### src/design/sssc_defs.vh
// register map, field positions and reset values of the supply switch control
`ifndef SSSC_DEFS_VH
`define SSSC_DEFS_VH

// register indices; byte address is four times the index
`define SSSC_IDX_RNG_DATA    20'h06105
`define SSSC_IDX_SWITCH_CTRL 20'h06106
`define SSSC_IDX_IRQ_STATUS  20'h06107
`define SSSC_IDX_IRQ_MASK    20'h06108

// apb address width and register data width
`define SSSC_AW 20
`define SSSC_DW 8

// fields of switch_and_random_control
`define SSSC_BIT_RSVD_LO   0
`define SSSC_BIT_RND_RDY   1
`define SSSC_BIT_FORCE_RNG 2
`define SSSC_BIT_LIM_OFF   3
`define SSSC_BIT_SW_EN     4
`define SSSC_BIT_OVERLOAD  5
`define SSSC_BIT_HIDE_SIG  6
`define SSSC_BIT_RSVD_HI   7

// reset values of the writable control bits
`define SSSC_RST_RND_RDY   1'b0
`define SSSC_RST_FORCE_RNG 1'b0
`define SSSC_RST_LIM_OFF   1'b0
`define SSSC_RST_SW_EN     1'b0
`define SSSC_RST_HIDE_SIG  1'b1
// fixed values of the reserved bits
`define SSSC_FIX_RSVD_HI   1'b0
`define SSSC_FIX_RSVD_LO   1'b1

// interrupt status and mask fields
`define SSSC_IRQ_RND_RDY   0
`define SSSC_IRQ_OVERLOAD  1
`define SSSC_IRQ_W         2
`define SSSC_RST_IRQ_MASK  2'h0

`endif

### src/design/sssc_ctrl.v
// secure supply switch, input masking and random generator control register
//
// The APB interface to the registers was chosen for this implementation.
`timescale 1ns/10ps
// How it works
// RL1: all control bits share one register
// RL2: inrush limit active unless disable bit set
// RL3: switch enable bit gates companion supply
// RL4: overcurrent bit mirrors limiter, read only
// RL5: mask bit forces secure input 0, port 1
// RL6: firmware masks inputs around switch toggles
// RL7: force bit keeps random generator running
// RL8: ready sets on new value, read clears
// RL9: reset: mask 1, bit0 1, others 0
// RL10: reserved and overcurrent writes ignored
`include "sssc_defs.vh"

module sssc_ctrl
(
  // clock and reset
  input  wire                 clk_sys_i,
  input  wire                 rst_n_i,
  // apb slave
  input  wire                 psel_i,
  input  wire                 penable_i,
  input  wire                 pwrite_i,
  input  wire [`SSSC_AW-1:0]  paddr_i,
  input  wire [31:0]          pwdata_i,
  input  wire [3:0]           pstrb_i,
  output reg                  pready_o,
  output reg  [31:0]          prdata_o,
  output reg                  pslverr_o,
  // pads and analog limiter, asynchronous
  input  wire                 secure_signal_input_pad_i,
  input  wire                 port3_bit4_pad_i,
  input  wire                 overload_i,
  // random generator, same clock
  input  wire                 rng_valid_i,
  input  wire [`SSSC_DW-1:0]  rng_value_i,
  input  wire                 contactless_unit_rng_req_i,
  // switch and masking controls
  output reg                  svdd_switch_en_o,
  output reg                  inrush_limit_en_o,
  output reg                  rng_run_o,
  output reg                  secure_signal_input_o,
  output reg                  port3_bit4_o,
  // interrupt
  output reg                  irq_o
);

  // reset release synchroniser
  reg        rst_meta_q;
  reg        rst_sync_q;
  wire       rst_n;

  // pad and limiter synchronisers
  reg  [2:0] in_meta_q;
  reg  [2:0] in_sync_q;
  reg        ovl_prev_q;

  // register contents
  reg                 rnd_rdy_q;
  reg                 force_rng_q;
  reg                 lim_off_q;
  reg                 sw_en_q;
  reg                 hide_sig_q;
  reg [`SSSC_DW-1:0]  rng_data_q;
  reg [`SSSC_IRQ_W-1:0] irq_stat_q;
  reg [`SSSC_IRQ_W-1:0] irq_mask_q;

  // bus decode
  wire                 setup_ph;
  wire                 access_ph;
  wire [`SSSC_AW-1:0]  idx;
  wire                 addr_ok;
  wire                 low_aligned;
  wire                 wr_ok;
  wire                 wr_ctrl;
  wire                 wr_stat;
  wire                 wr_mask;
  wire                 rd_rng;
  wire [`SSSC_DW-1:0]  ctrl_view;
  reg  [31:0]          rd_mux;
  wire                 ovl_sync;
  wire                 rnd_evt;
  wire                 ovl_evt;
  wire [`SSSC_IRQ_W-1:0] irq_evt;

  // next values of the registers and of the registered outputs
  reg                 force_rng_d;
  reg                 lim_off_d;
  reg                 sw_en_d;
  reg                 hide_sig_d;
  reg                 rnd_rdy_d;
  reg [`SSSC_DW-1:0]  rng_data_d;
  reg [`SSSC_IRQ_W-1:0] irq_mask_d;
  reg                 pready_d;
  reg                 pslverr_d;
  reg [31:0]          prdata_d;
  reg                 svdd_switch_en_d;
  reg                 inrush_limit_en_d;
  reg                 rng_run_d;
  reg                 secure_signal_input_d;
  reg                 port3_bit4_d;
  reg                 irq_d;

  // reset asserts at once and releases after two edges
  always @(posedge clk_sys_i or negedge rst_n_i)
  begin
    if (!rst_n_i)
    begin
      rst_meta_q <= 1'b0;
      rst_sync_q <= 1'b0;
    end
    else
    begin
      rst_meta_q <= 1'b1;
      rst_sync_q <= rst_meta_q;
    end
  end

  assign rst_n = rst_sync_q;

  // two flops for each asynchronous input; bit0 secure in, 1 port, 2 limiter
  always @(posedge clk_sys_i or negedge rst_n)
  begin
    if (!rst_n)
    begin
      in_meta_q <= 3'h0;
      in_sync_q <= 3'h0;
    end
    else
    begin
      in_meta_q <= {overload_i, port3_bit4_pad_i, secure_signal_input_pad_i};
      in_sync_q <= in_meta_q;
    end
  end

  assign ovl_sync = in_sync_q[2];

  // apb phases; the slave answers in the first access cycle
  assign setup_ph  = psel_i & ~penable_i;
  assign access_ph = psel_i & penable_i & pready_o;
  assign idx       = {2'h0, paddr_i[`SSSC_AW-1:2]};
  assign low_aligned = (paddr_i[1:0] == 2'h0);
  assign addr_ok   = low_aligned &
                     ((idx == `SSSC_IDX_RNG_DATA)    |
                      (idx == `SSSC_IDX_SWITCH_CTRL) |
                      (idx == `SSSC_IDX_IRQ_STATUS)  |
                      (idx == `SSSC_IDX_IRQ_MASK));

  // writes land only through byte lane 0, where the 8-bit data sits
  assign wr_ok   = access_ph & pwrite_i & addr_ok & pstrb_i[0];
  assign wr_ctrl = wr_ok & (idx == `SSSC_IDX_SWITCH_CTRL); // RL1
  assign wr_stat = wr_ok & (idx == `SSSC_IDX_IRQ_STATUS);
  assign wr_mask = wr_ok & (idx == `SSSC_IDX_IRQ_MASK);
  assign rd_rng  = access_ph & ~pwrite_i & low_aligned &
                   (idx == `SSSC_IDX_RNG_DATA);

  // control register view with the fixed and live bits
  assign ctrl_view = {`SSSC_FIX_RSVD_HI, // RL9
                      hide_sig_q,
                      ovl_sync,          // RL4
                      sw_en_q,
                      lim_off_q,
                      force_rng_q,
                      rnd_rdy_q,
                      `SSSC_FIX_RSVD_LO}; // RL9

  // read data selection by register index
  always @*
  begin
    rd_mux = 32'h0;
    case (idx)
      `SSSC_IDX_RNG_DATA:    rd_mux = {24'h0, rng_data_q};
      `SSSC_IDX_SWITCH_CTRL: rd_mux = {24'h0, ctrl_view}; // RL1
      `SSSC_IDX_IRQ_STATUS:  rd_mux = {30'h0, irq_stat_q};
      `SSSC_IDX_IRQ_MASK:    rd_mux = {30'h0, irq_mask_q};
      default:               rd_mux = 32'h0;
    endcase
  end

  // answer prepared in setup, presented for one access cycle
  always @*
  begin
    pready_d  = 1'b0;
    pslverr_d = 1'b0;
    prdata_d  = 32'h0;
    if (setup_ph)
    begin
      pready_d  = 1'b1;
      pslverr_d = ~addr_ok;
      prdata_d  = (addr_ok & ~pwrite_i) ? rd_mux : 32'h0;
    end
  end

  // bus answer flops; all zero outside the access cycle
  always @(posedge clk_sys_i or negedge rst_n)
  begin
    if (!rst_n)
    begin
      pready_o  <= 1'b0;
      prdata_o  <= 32'h0;
      pslverr_o <= 1'b0;
    end
    else
    begin
      pready_o  <= pready_d;
      prdata_o  <= prdata_d;
      pslverr_o <= pslverr_d;
    end
  end

  // control bits load from the write data on an accepted write
  always @*
  begin
    force_rng_d = force_rng_q;
    lim_off_d   = lim_off_q;
    sw_en_d     = sw_en_q;
    hide_sig_d  = hide_sig_q;
    if (wr_ctrl)
    begin
      // bits 7, 5 and 0 of the write data are dropped
      force_rng_d = pwdata_i[`SSSC_BIT_FORCE_RNG]; // RL10
      lim_off_d   = pwdata_i[`SSSC_BIT_LIM_OFF];
      sw_en_d     = pwdata_i[`SSSC_BIT_SW_EN];
      hide_sig_d  = pwdata_i[`SSSC_BIT_HIDE_SIG];
    end
  end

  // writable control bits; reserved and limiter bits are not stored
  always @(posedge clk_sys_i or negedge rst_n)
  begin
    if (!rst_n)
    begin
      force_rng_q <= `SSSC_RST_FORCE_RNG; // RL9
      lim_off_q   <= `SSSC_RST_LIM_OFF;
      sw_en_q     <= `SSSC_RST_SW_EN;
      hide_sig_q  <= `SSSC_RST_HIDE_SIG;  // RL9
    end
    else
    begin
      force_rng_q <= force_rng_d;
      lim_off_q   <= lim_off_d;
      sw_en_q     <= sw_en_d;
      hide_sig_q  <= hide_sig_d;
    end
  end

  // random value capture and ready flag; a new value beats a clear
  always @*
  begin
    rng_data_d = rng_data_q;
    rnd_rdy_d  = rnd_rdy_q;
    if (rng_valid_i)
    begin
      rng_data_d = rng_value_i;
      rnd_rdy_d  = 1'b1;                            // RL8
    end
    else if (rd_rng)
      rnd_rdy_d  = 1'b0;                            // RL8
    else if (wr_ctrl)
      rnd_rdy_d  = pwdata_i[`SSSC_BIT_RND_RDY];
  end

  // random value and ready flag flops
  always @(posedge clk_sys_i or negedge rst_n)
  begin
    if (!rst_n)
    begin
      rnd_rdy_q  <= `SSSC_RST_RND_RDY;
      rng_data_q <= {`SSSC_DW{1'b0}};
    end
    else
    begin
      rng_data_q <= rng_data_d;
      rnd_rdy_q  <= rnd_rdy_d;
    end
  end

  // rising edge of the synchronised limiter; the random event is rng_valid_i itself
  always @(posedge clk_sys_i or negedge rst_n)
  begin
    if (!rst_n)
      ovl_prev_q <= 1'b0;
    else
      ovl_prev_q <= ovl_sync;
  end

  assign rnd_evt = rng_valid_i;
  assign ovl_evt = ovl_sync & ~ovl_prev_q;
  assign irq_evt = {ovl_evt, rnd_evt};

  // sticky status per event; an event beats a write-one clear
  genvar g;
  generate
    for (g = 0; g < `SSSC_IRQ_W; g = g + 1)
    begin : g_irq
      always @(posedge clk_sys_i or negedge rst_n)
      begin
        if (!rst_n)
          irq_stat_q[g] <= 1'b0;
        else if (irq_evt[g])
          irq_stat_q[g] <= 1'b1;
        else if (wr_stat & pwdata_i[g])
          irq_stat_q[g] <= 1'b0;
      end
    end
  endgenerate

  // interrupt mask loads from the low write bits
  always @*
  begin
    irq_mask_d = irq_mask_q;
    if (wr_mask)
      irq_mask_d = pwdata_i[`SSSC_IRQ_W-1:0];
  end

  // interrupt mask register
  always @(posedge clk_sys_i or negedge rst_n)
  begin
    if (!rst_n)
      irq_mask_q <= `SSSC_RST_IRQ_MASK;
    else
      irq_mask_q <= irq_mask_d;
  end

  // registered outputs to the switches, generator, inputs and interrupt
  always @(posedge clk_sys_i or negedge rst_n)
  begin
    if (!rst_n)
    begin
      svdd_switch_en_o      <= 1'b0;
      inrush_limit_en_o     <= 1'b1;
      rng_run_o             <= 1'b0;
      secure_signal_input_o <= 1'b0;
      port3_bit4_o          <= 1'b1;
      irq_o                 <= 1'b0;
    end
    else
    begin
      svdd_switch_en_o      <= svdd_switch_en_d;
      inrush_limit_en_o     <= inrush_limit_en_d;
      rng_run_o             <= rng_run_d;
      secure_signal_input_o <= secure_signal_input_d;
      port3_bit4_o          <= port3_bit4_d;
      irq_o                 <= irq_d;
    end
  end

  // next values of the switch, generator, input and interrupt outputs
  always @*
  begin
    // companion supply off means output held at ground
    svdd_switch_en_d      = sw_en_q;                          // RL3
    inrush_limit_en_d     = ~lim_off_q;                       // RL2
    rng_run_d = force_rng_q | contactless_unit_rng_req_i;     // RL7
    // masking hides spikes while firmware toggles the switch
    secure_signal_input_d = hide_sig_q ? 1'b0 : in_sync_q[0]; // RL5 RL6
    port3_bit4_d          = hide_sig_q ? 1'b1 : in_sync_q[1]; // RL5
    irq_d                 = |(irq_stat_q & irq_mask_q);
  end

endmodule // sssc_ctrl

### config.mk
export PLATFORM = sky130hd
export DESIGN_NAME = sssc_ctrl
export DESIGN_NICKNAME = d
export VERILOG_FILES = /design/src/design/sssc_ctrl.v
export VERILOG_INCLUDE_DIRS = /design/src /design/src/design
export SDC_FILE = /design/constraint.sdc
export NUM_CORES = 1
export LEC_CHECK = 0
export ABC_CLOCK_PERIOD_IN_PS = 3200
export BUFFER_PORTS_ARGS = -buffer_cell sky130_fd_sc_hd__buf_2
export CAP_MARGIN = 20
export CORE_MARGIN = 5
export CORE_UTILIZATION = 47
export CTS_CLUSTER_SIZE = 16
export DETAILED_ROUTE_END_ITERATION = 8
export MAX_ROUTING_LAYER = met4
export PLACE_DENSITY = 0.85
export SLEW_MARGIN = 40
export SYNTH_ARGS = -nofsm -noshare
export SYNTH_HDL_FRONTEND = slang
export SYNTH_SLANG_ARGS = --single-unit
### constraint.sdc
create_clock -name clk_sys_i -period 3.2 [get_ports clk_sys_i]
set_input_delay 0.64 -clock clk_sys_i [delete_from_list [all_inputs] [get_ports clk_sys_i]]
set_output_delay 0.64 -clock clk_sys_i [all_outputs]
set_load 0.05 [all_outputs]
==> results of run 1 <==
[worst max-delay path, delay by kind of cell]
| kind | cells | cell delay (ns) |
|---|---|---|
| buffers and inverters | 1 | 0.10 |
| and+or+nand+nor | 3 | 1.02 |
| muxes | 1 | 0.33 |
[layer usage]
layer	up-vias	global-route usage, %	share of wire (%)
li1	622	-	-
met1	618	17.9	38
met2	54	23.8	53
met3	7	1.60	6.8
met4	0	7.11	2.1
met5	-	-	0
[synthesized netlist by cell type, drive strengths merged]
library cell / count
nor2: 9
o2111ai: 1
dfrtp: 39
nor2b: 3
conb: 2
o21a: 1
and2: 3
o21ai: 1
inv: 6
and3: 3
and2b: 1
nand4: 4
clkbuf: 2
nand4bb: 1
a31o: 1
a32oi: 1
a22oi: 5
nand4b: 1
or2: 5
nand2: 4
nand3: 3
nor4: 4
or3: 1
buf: 26
a222oi: 2
a22o: 2
dfstp: 3
nor3: 2
nor4b: 2
a21o: 2
and4b: 1
nand2b: 2
mux2: 14
[state kept, by name (all words and copies together) (netlist names), 2 cells and up]
register    count
prdata_o        8
rng_data_q      8
in_meta_q       3
in_sync_q       3
irq_mask_q      2
irq_stat_q      2
[cell type report]
| cell class | instances | share of cell area [%] |
|---|---|---|
| flip-flops and latches | 42 | 45.0 |
| multi-input cells | 104 | 33.6 |
| repair buffers | 61 | 13.1 |
| clock buffers | 6 | 3.09 |
| well taps | 50 | 2.67 |
| clock inverters | 2 | 1.60 |
| inverters | 6 | 0.961 |
[where the power goes]
part	switching (mW)	internal, mW	total (mW)	leakage [nW]
sequential	0.00910	0.550	0.559	0.515
clock	0.175	0.233	0.407	0.0514
combinational	0.119	0.0460	0.165	0.595
total	0.303	0.829	1.13	1.16
[per-stage QoR]
step | setup WS, ns | instances
final | 1.29 | 271
after global routing | 1.22 | 271
after CTS | 1.29 | 271
after detailed placement | 0.971 | 263
after global placement | 0.997 | 263
after floorplan | 1.25 | 180
[cell families (layout without fill, tap and decap cells)]
family                 after synthesis  count (layout)  synth area share [%]
flip-flops                          42              42                  53.0
other                                2              25                 0.377
AO/OA/AOI/OAI                       16              16                  6.48
AND/OR/NAND/NOR                     49              49                  19.7
buffers and inverters               34              75                  11.8
multiplexers                        14              14                  8.68
[how the worst min path moves through the flow]
stage	start	depth (start not counted)	slack, ns	endpoint
after floorplan	in_meta_q[0]	0	0.33	in_sync_q[0]
after CTS	rst_n	0	0.07	in_meta_q[2]
after detailed placement	rst_n	0	0.05	in_meta_q[2]
after global placement	rst_n	0	0.05	in_meta_q[2]
final	rst_n	0	0.07	in_meta_q[2]
after global routing	rst_n	0	0.09	in_meta_q[2]
==> qor.txt, run 1 <==
Post-Syn Area - 1990 sq um
fraction of the cycle the final worst path needs - 59.7%
most frequent cells in the layout - buf_2, dfrtp_1, conb_1
VDD IR max - 0.224 mV
area share of the largest cell type after synthesis - 49.1%
Avg Cell Area, Syn - 12.7 sq um
ANT nets after route - 0
Vias/cell - 4.80
Post-route DRC - 0
share of cells above drive strength 1 - 47.5%
die area - 5630 sq um
Worst setup startpoint - paddr_i[1]
initial core utilization - 49.0%
sequential area share after synthesis - 53.0%
slowest stage delay, CP - 0.41 ns
largest net degree at the start of global routing - 38
IO Port Bufs - 60
final period demand of the worst path - 1.91 ns
critical path launch point type - primary input
I/O pin cnt - 114
fin area - 2340 sq um
final setup violation count - 0
die extent in y - 75.1 microns
Setup crit end - lim_off_q
Reg area - 1050 sq um
Least-Margin Pin Slew - 0.576 ns
DR vias - 1301
layout net count - 294
Warnings, synthesis - 0
global-route wire length before repair - 5980 microns
cells resized by post-CTS repair - 0
worst r2r dst - lim_off_q
Reg clk slew, reported paths - 0.08 ns
Final Util - 57.8%
Setup TNS - 0 ns
# fillers - 339
DP Area - 2230 sq um
Fmax - 0.523 GHz
CP Capture Type - flop
Mapped Cells - 157
Synth area leaders - dfrtp_1, buf_4, mux2_2, dfstp_2, mux2_4
synth unique cells - 44
CTS tree - done
clk sink count - 42
post-synthesis register bit count - 42
final wirelength - 3750 microns
most common cell after layout, fill and taps aside - buf_2
core outline area - 4060 sq um
CP Cell Sequence - buf_2 -> or2_4 -> nor4_4 -> and3_1 -> mux2_4
clk_lat worst skew - 0.29 ns
grt ovf - 0
R2R Path Start - pready_o
initial antenna violation count - 0
GPL Wtd Cong - 0.858
# diodes - 0
drt wl/cell - 13.8 microns
Power Density - 483 nW/um^2
Design Power - 1.13 mW
hold-fix buffers at CTS - 0
Pins Over Slew Limit - 0
Max Cap Viol - 0
final hold violation count - 0
vias in the first global route - 1310
Critical Path AT - 2.10 ns
status - finished, final reports clean
worst reg-to-reg path cell count - 4
Post-DP HPWL - 2980 microns
violation count after the first detailed-routing iteration - 119
WS Path Type - primary input to flop
CTS Buf Count - 5
area of the multi-input gates - 787 sq um
Max Root-Sink Buffers - 2
Area Growth Syn to Fin - 17.9%
row cnt - 23
Slowest cell on crit path - and3_1
slew margin rel. - 61.5%
die width - 75.1 microns
post-CTS setup buffer count - 0
Clock Skew - 0.0120 ns
htree depth - 2
RSZ-0062 raised after global routing - no
global-route usage over all layers - 14.6%
CP max FO - 5
WHS - 0.0660 ns
Synth area leader - dfrtp_1
FF-to-FF setup slack - 1.50 ns
Root Buffer - clkbuf_8
worst min path class - flop to async pin
Req. time, crit path - 3.39 ns
Leakage - 1.16 nW
first drt pass iteration count - 5
(Power assumes the default switching activity.)
==> run 2: changes to the inputs <==
--- a/config.mk
+++ b/config.mk
@@ -6,15 +6,15 @@
 export SDC_FILE = /design/constraint.sdc
 export NUM_CORES = 1
 export LEC_CHECK = 0
-export ABC_CLOCK_PERIOD_IN_PS = 3200
+export ABC_CLOCK_PERIOD_IN_PS = 1900
 export BUFFER_PORTS_ARGS = -buffer_cell sky130_fd_sc_hd__buf_2
 export CAP_MARGIN = 20
 export CORE_MARGIN = 5
-export CORE_UTILIZATION = 47
+export CORE_UTILIZATION = 44
 export CTS_CLUSTER_SIZE = 16
 export DETAILED_ROUTE_END_ITERATION = 8
 export MAX_ROUTING_LAYER = met4
-export PLACE_DENSITY = 0.85
+export PLACE_DENSITY = 0.8
 export SLEW_MARGIN = 40
 export SYNTH_ARGS = -nofsm -noshare
 export SYNTH_HDL_FRONTEND = slang
==> constraint.sdc (replaced) <==
create_clock -name clk_sys_i -period 1.9 [get_ports clk_sys_i]
set_input_delay 0.38 -clock clk_sys_i [delete_from_list [all_inputs] [get_ports clk_sys_i]]
set_output_delay 0.38 -clock clk_sys_i [all_outputs]
set_load 0.05 [all_outputs]
==> qor.txt, run 2 (synthesized netlist as in run 1, its figures left out) <==
worst min path class - primary input to flop
Area Growth Syn to Fin - 19.0%
Vias/cell - 4.75
core outline area - 4380 sq um
Post-route DRC - 0
grt peak-use layer - met2
grt ovf - 0
CTS tree - done
Fmax - 0.648 GHz
Largest regs - prdata_o (8), rng_data_q (8)
CP Capture Type - flop
share of cells above drive strength 1 - 48.7%
clk_lat worst skew - 0.29 ns
violation count after the first detailed-routing iteration - 86
Max Root-Sink Buffers - 2
Worst Path Buf+Inv - 1
Post-DP HPWL - 3040 microns
first drt pass iteration count - 4
post-CTS setup buffer count - 0
Max Cap Viol - 0
# fillers - 386
final hold violation count - 0
Clock Skew - 0.00493 ns
Reg clk slew, reported paths - 0.08 ns
GPL Wtd Cong - 0.823
initial antenna violation count - 0
ANT nets after route - 0
largest net degree at the start of global routing - 41
hold-fix buffers at CTS - 1
Internal Power - 1.26 mW
fraction of the cycle the final worst path needs - 81.3%
Critical Path AT - 1.73 ns
die extent in y - 77.2 microns
Req. time, crit path - 2.08 ns
drt wl/cell - 13.8 microns
Comb pwr share - 15.9%
Leakage - 1.18 nW
WS Path Type - flop to flop
most frequent cells in the layout - buf_2, dfrtp_1, conb_1
GR Util met3 - 3.40%
Clk network pwr share - 31.2%
Slowest cell on crit path - dfrtp_1
I/O pin cnt - 114
Root Buffer - clkbuf_8
VDD IR max - 0.313 mV
status - finished, final reports clean
Pins Over Slew Limit - 0
DR vias - 1320
die width - 77.2 microns
CP max FO - 4
final wirelength - 3830 microns
CP delay by family, top - simple AND/OR/NAND/NOR gates
CTS Buf Count - 5
met2 GRT Util - 22.9%
row cnt - 24
# diodes - 0
layout net count - 299
global-route usage over all layers - 13.3%
final period demand of the worst path - 1.54 ns
final setup violation count - 0
Setup TNS - 0 ns
Post-Place Cells - 269
Place WS - 0.0760 ns
critical path launch point type - flop
IO Port Bufs - 60
htree depth - 2
cells resized by post-CTS repair - 0
setup ws final - 0.356 ns
slowest stage delay, CP - 0.38 ns
fin area - 2370 sq um
die area - 5970 sq um
WHS - 0.196 ns
CP Cell Sequence - nand3_1 -> nor4_4 -> and3_1 -> buf_4 -> mux2_4
Flop pwr share - 52.9%
Power Density - 752 nW/um^2
vias in the first global route - 1399
final cell count without fillers - 278
Switching Power - 0.515 mW
global-route wire length before repair - 6330 microns
grt met1 use - 14.7%
initial core utilization - 45.4%
DP Area - 2270 sq um
switch share - 28.9%
RSZ-0062 raised after global routing - no
FF-to-FF setup slack - 0.36 ns
most common cell after layout, fill and taps aside - buf_2
clk sink count - 42
==> run 2: cell count changes in the layout (fill, tap and decap cells not counted) <==
cell	change
dlygate4sd3_1	+1
buf_4	+4
bufinv_16	-1
clkbuf_1	-1
clkinv_4	+1
clkinv_2	+1
==> run 2: power by group through the flow <==
stage / Combinational, mW / Sequential (mW) / Clock, mW
6_report: 0.284 / 0.941 / 0.555
3_3_place_gp: 0.277 / 0.956 / 0
5_1_grt: 0.305 / 0.945 / 0.621
4_1_cts: 0.284 / 0.941 / 0.582
2_1_floorplan: 0.207 / 0.985 / 0
3_5_place_dp: 0.282 / 0.959 / 0
==> run 2: final timing paths <==
check	start	end	cells past startpoint
worst max-delay path	pready_o	lim_off_q	5
worst min-delay path	port3_bit4_pad_i	in_meta_q[1]	1
worst max register to register	pready_o	lim_off_q	5
worst min register to register	rst_n	in_meta_q[0]	1
max in group asynchronous	rst_n	inrush_limit_en_o	1
min in group asynchronous	rst_n	in_meta_q[0]	1
==> run 2: worst register-to-register path: stages (launching register included) <==
cell,delay [ns]
dfrtp_1,0.38
nand3_1,0.15
nor4_4,0.27
and3_1,0.20
buf_4,0.15
mux2_4,0.30
==> run 2: metrics by stage <==
stage          power, mW  util, %
2_1_floorplan       1.19        -
3_3_place_gp        1.23     51.7
3_5_place_dp        1.24     51.7
4_1_cts             1.81     54.0
5_1_grt             1.87     54.0
6_report            1.78     54.0
==> run 2: layout make-up <==
class | count | area, sq um | area share (%)
well taps | 52 | 65.1 | 2.75
inverters | 6 | 22.5 | 0.951
multi-input cells | 104 | 787 | 33.2
clock buffers | 5 | 68.8 | 2.91
clock inverters | 3 | 21.3 | 0.899
repair buffers | 66 | 348 | 14.7
flip-flops and latches | 42 | 1050 | 44.6
==> run 2: metal layers <==
| metal | wire length (microns) | vias up |
|---|---|---|
| met5 | 0 | - |
| met4 | 42 | 0 |
| met3 | 286 | 4 |
| met2 | 2070 | 53 |
| met1 | 1440 | 630 |
| li1 | - | 633 |
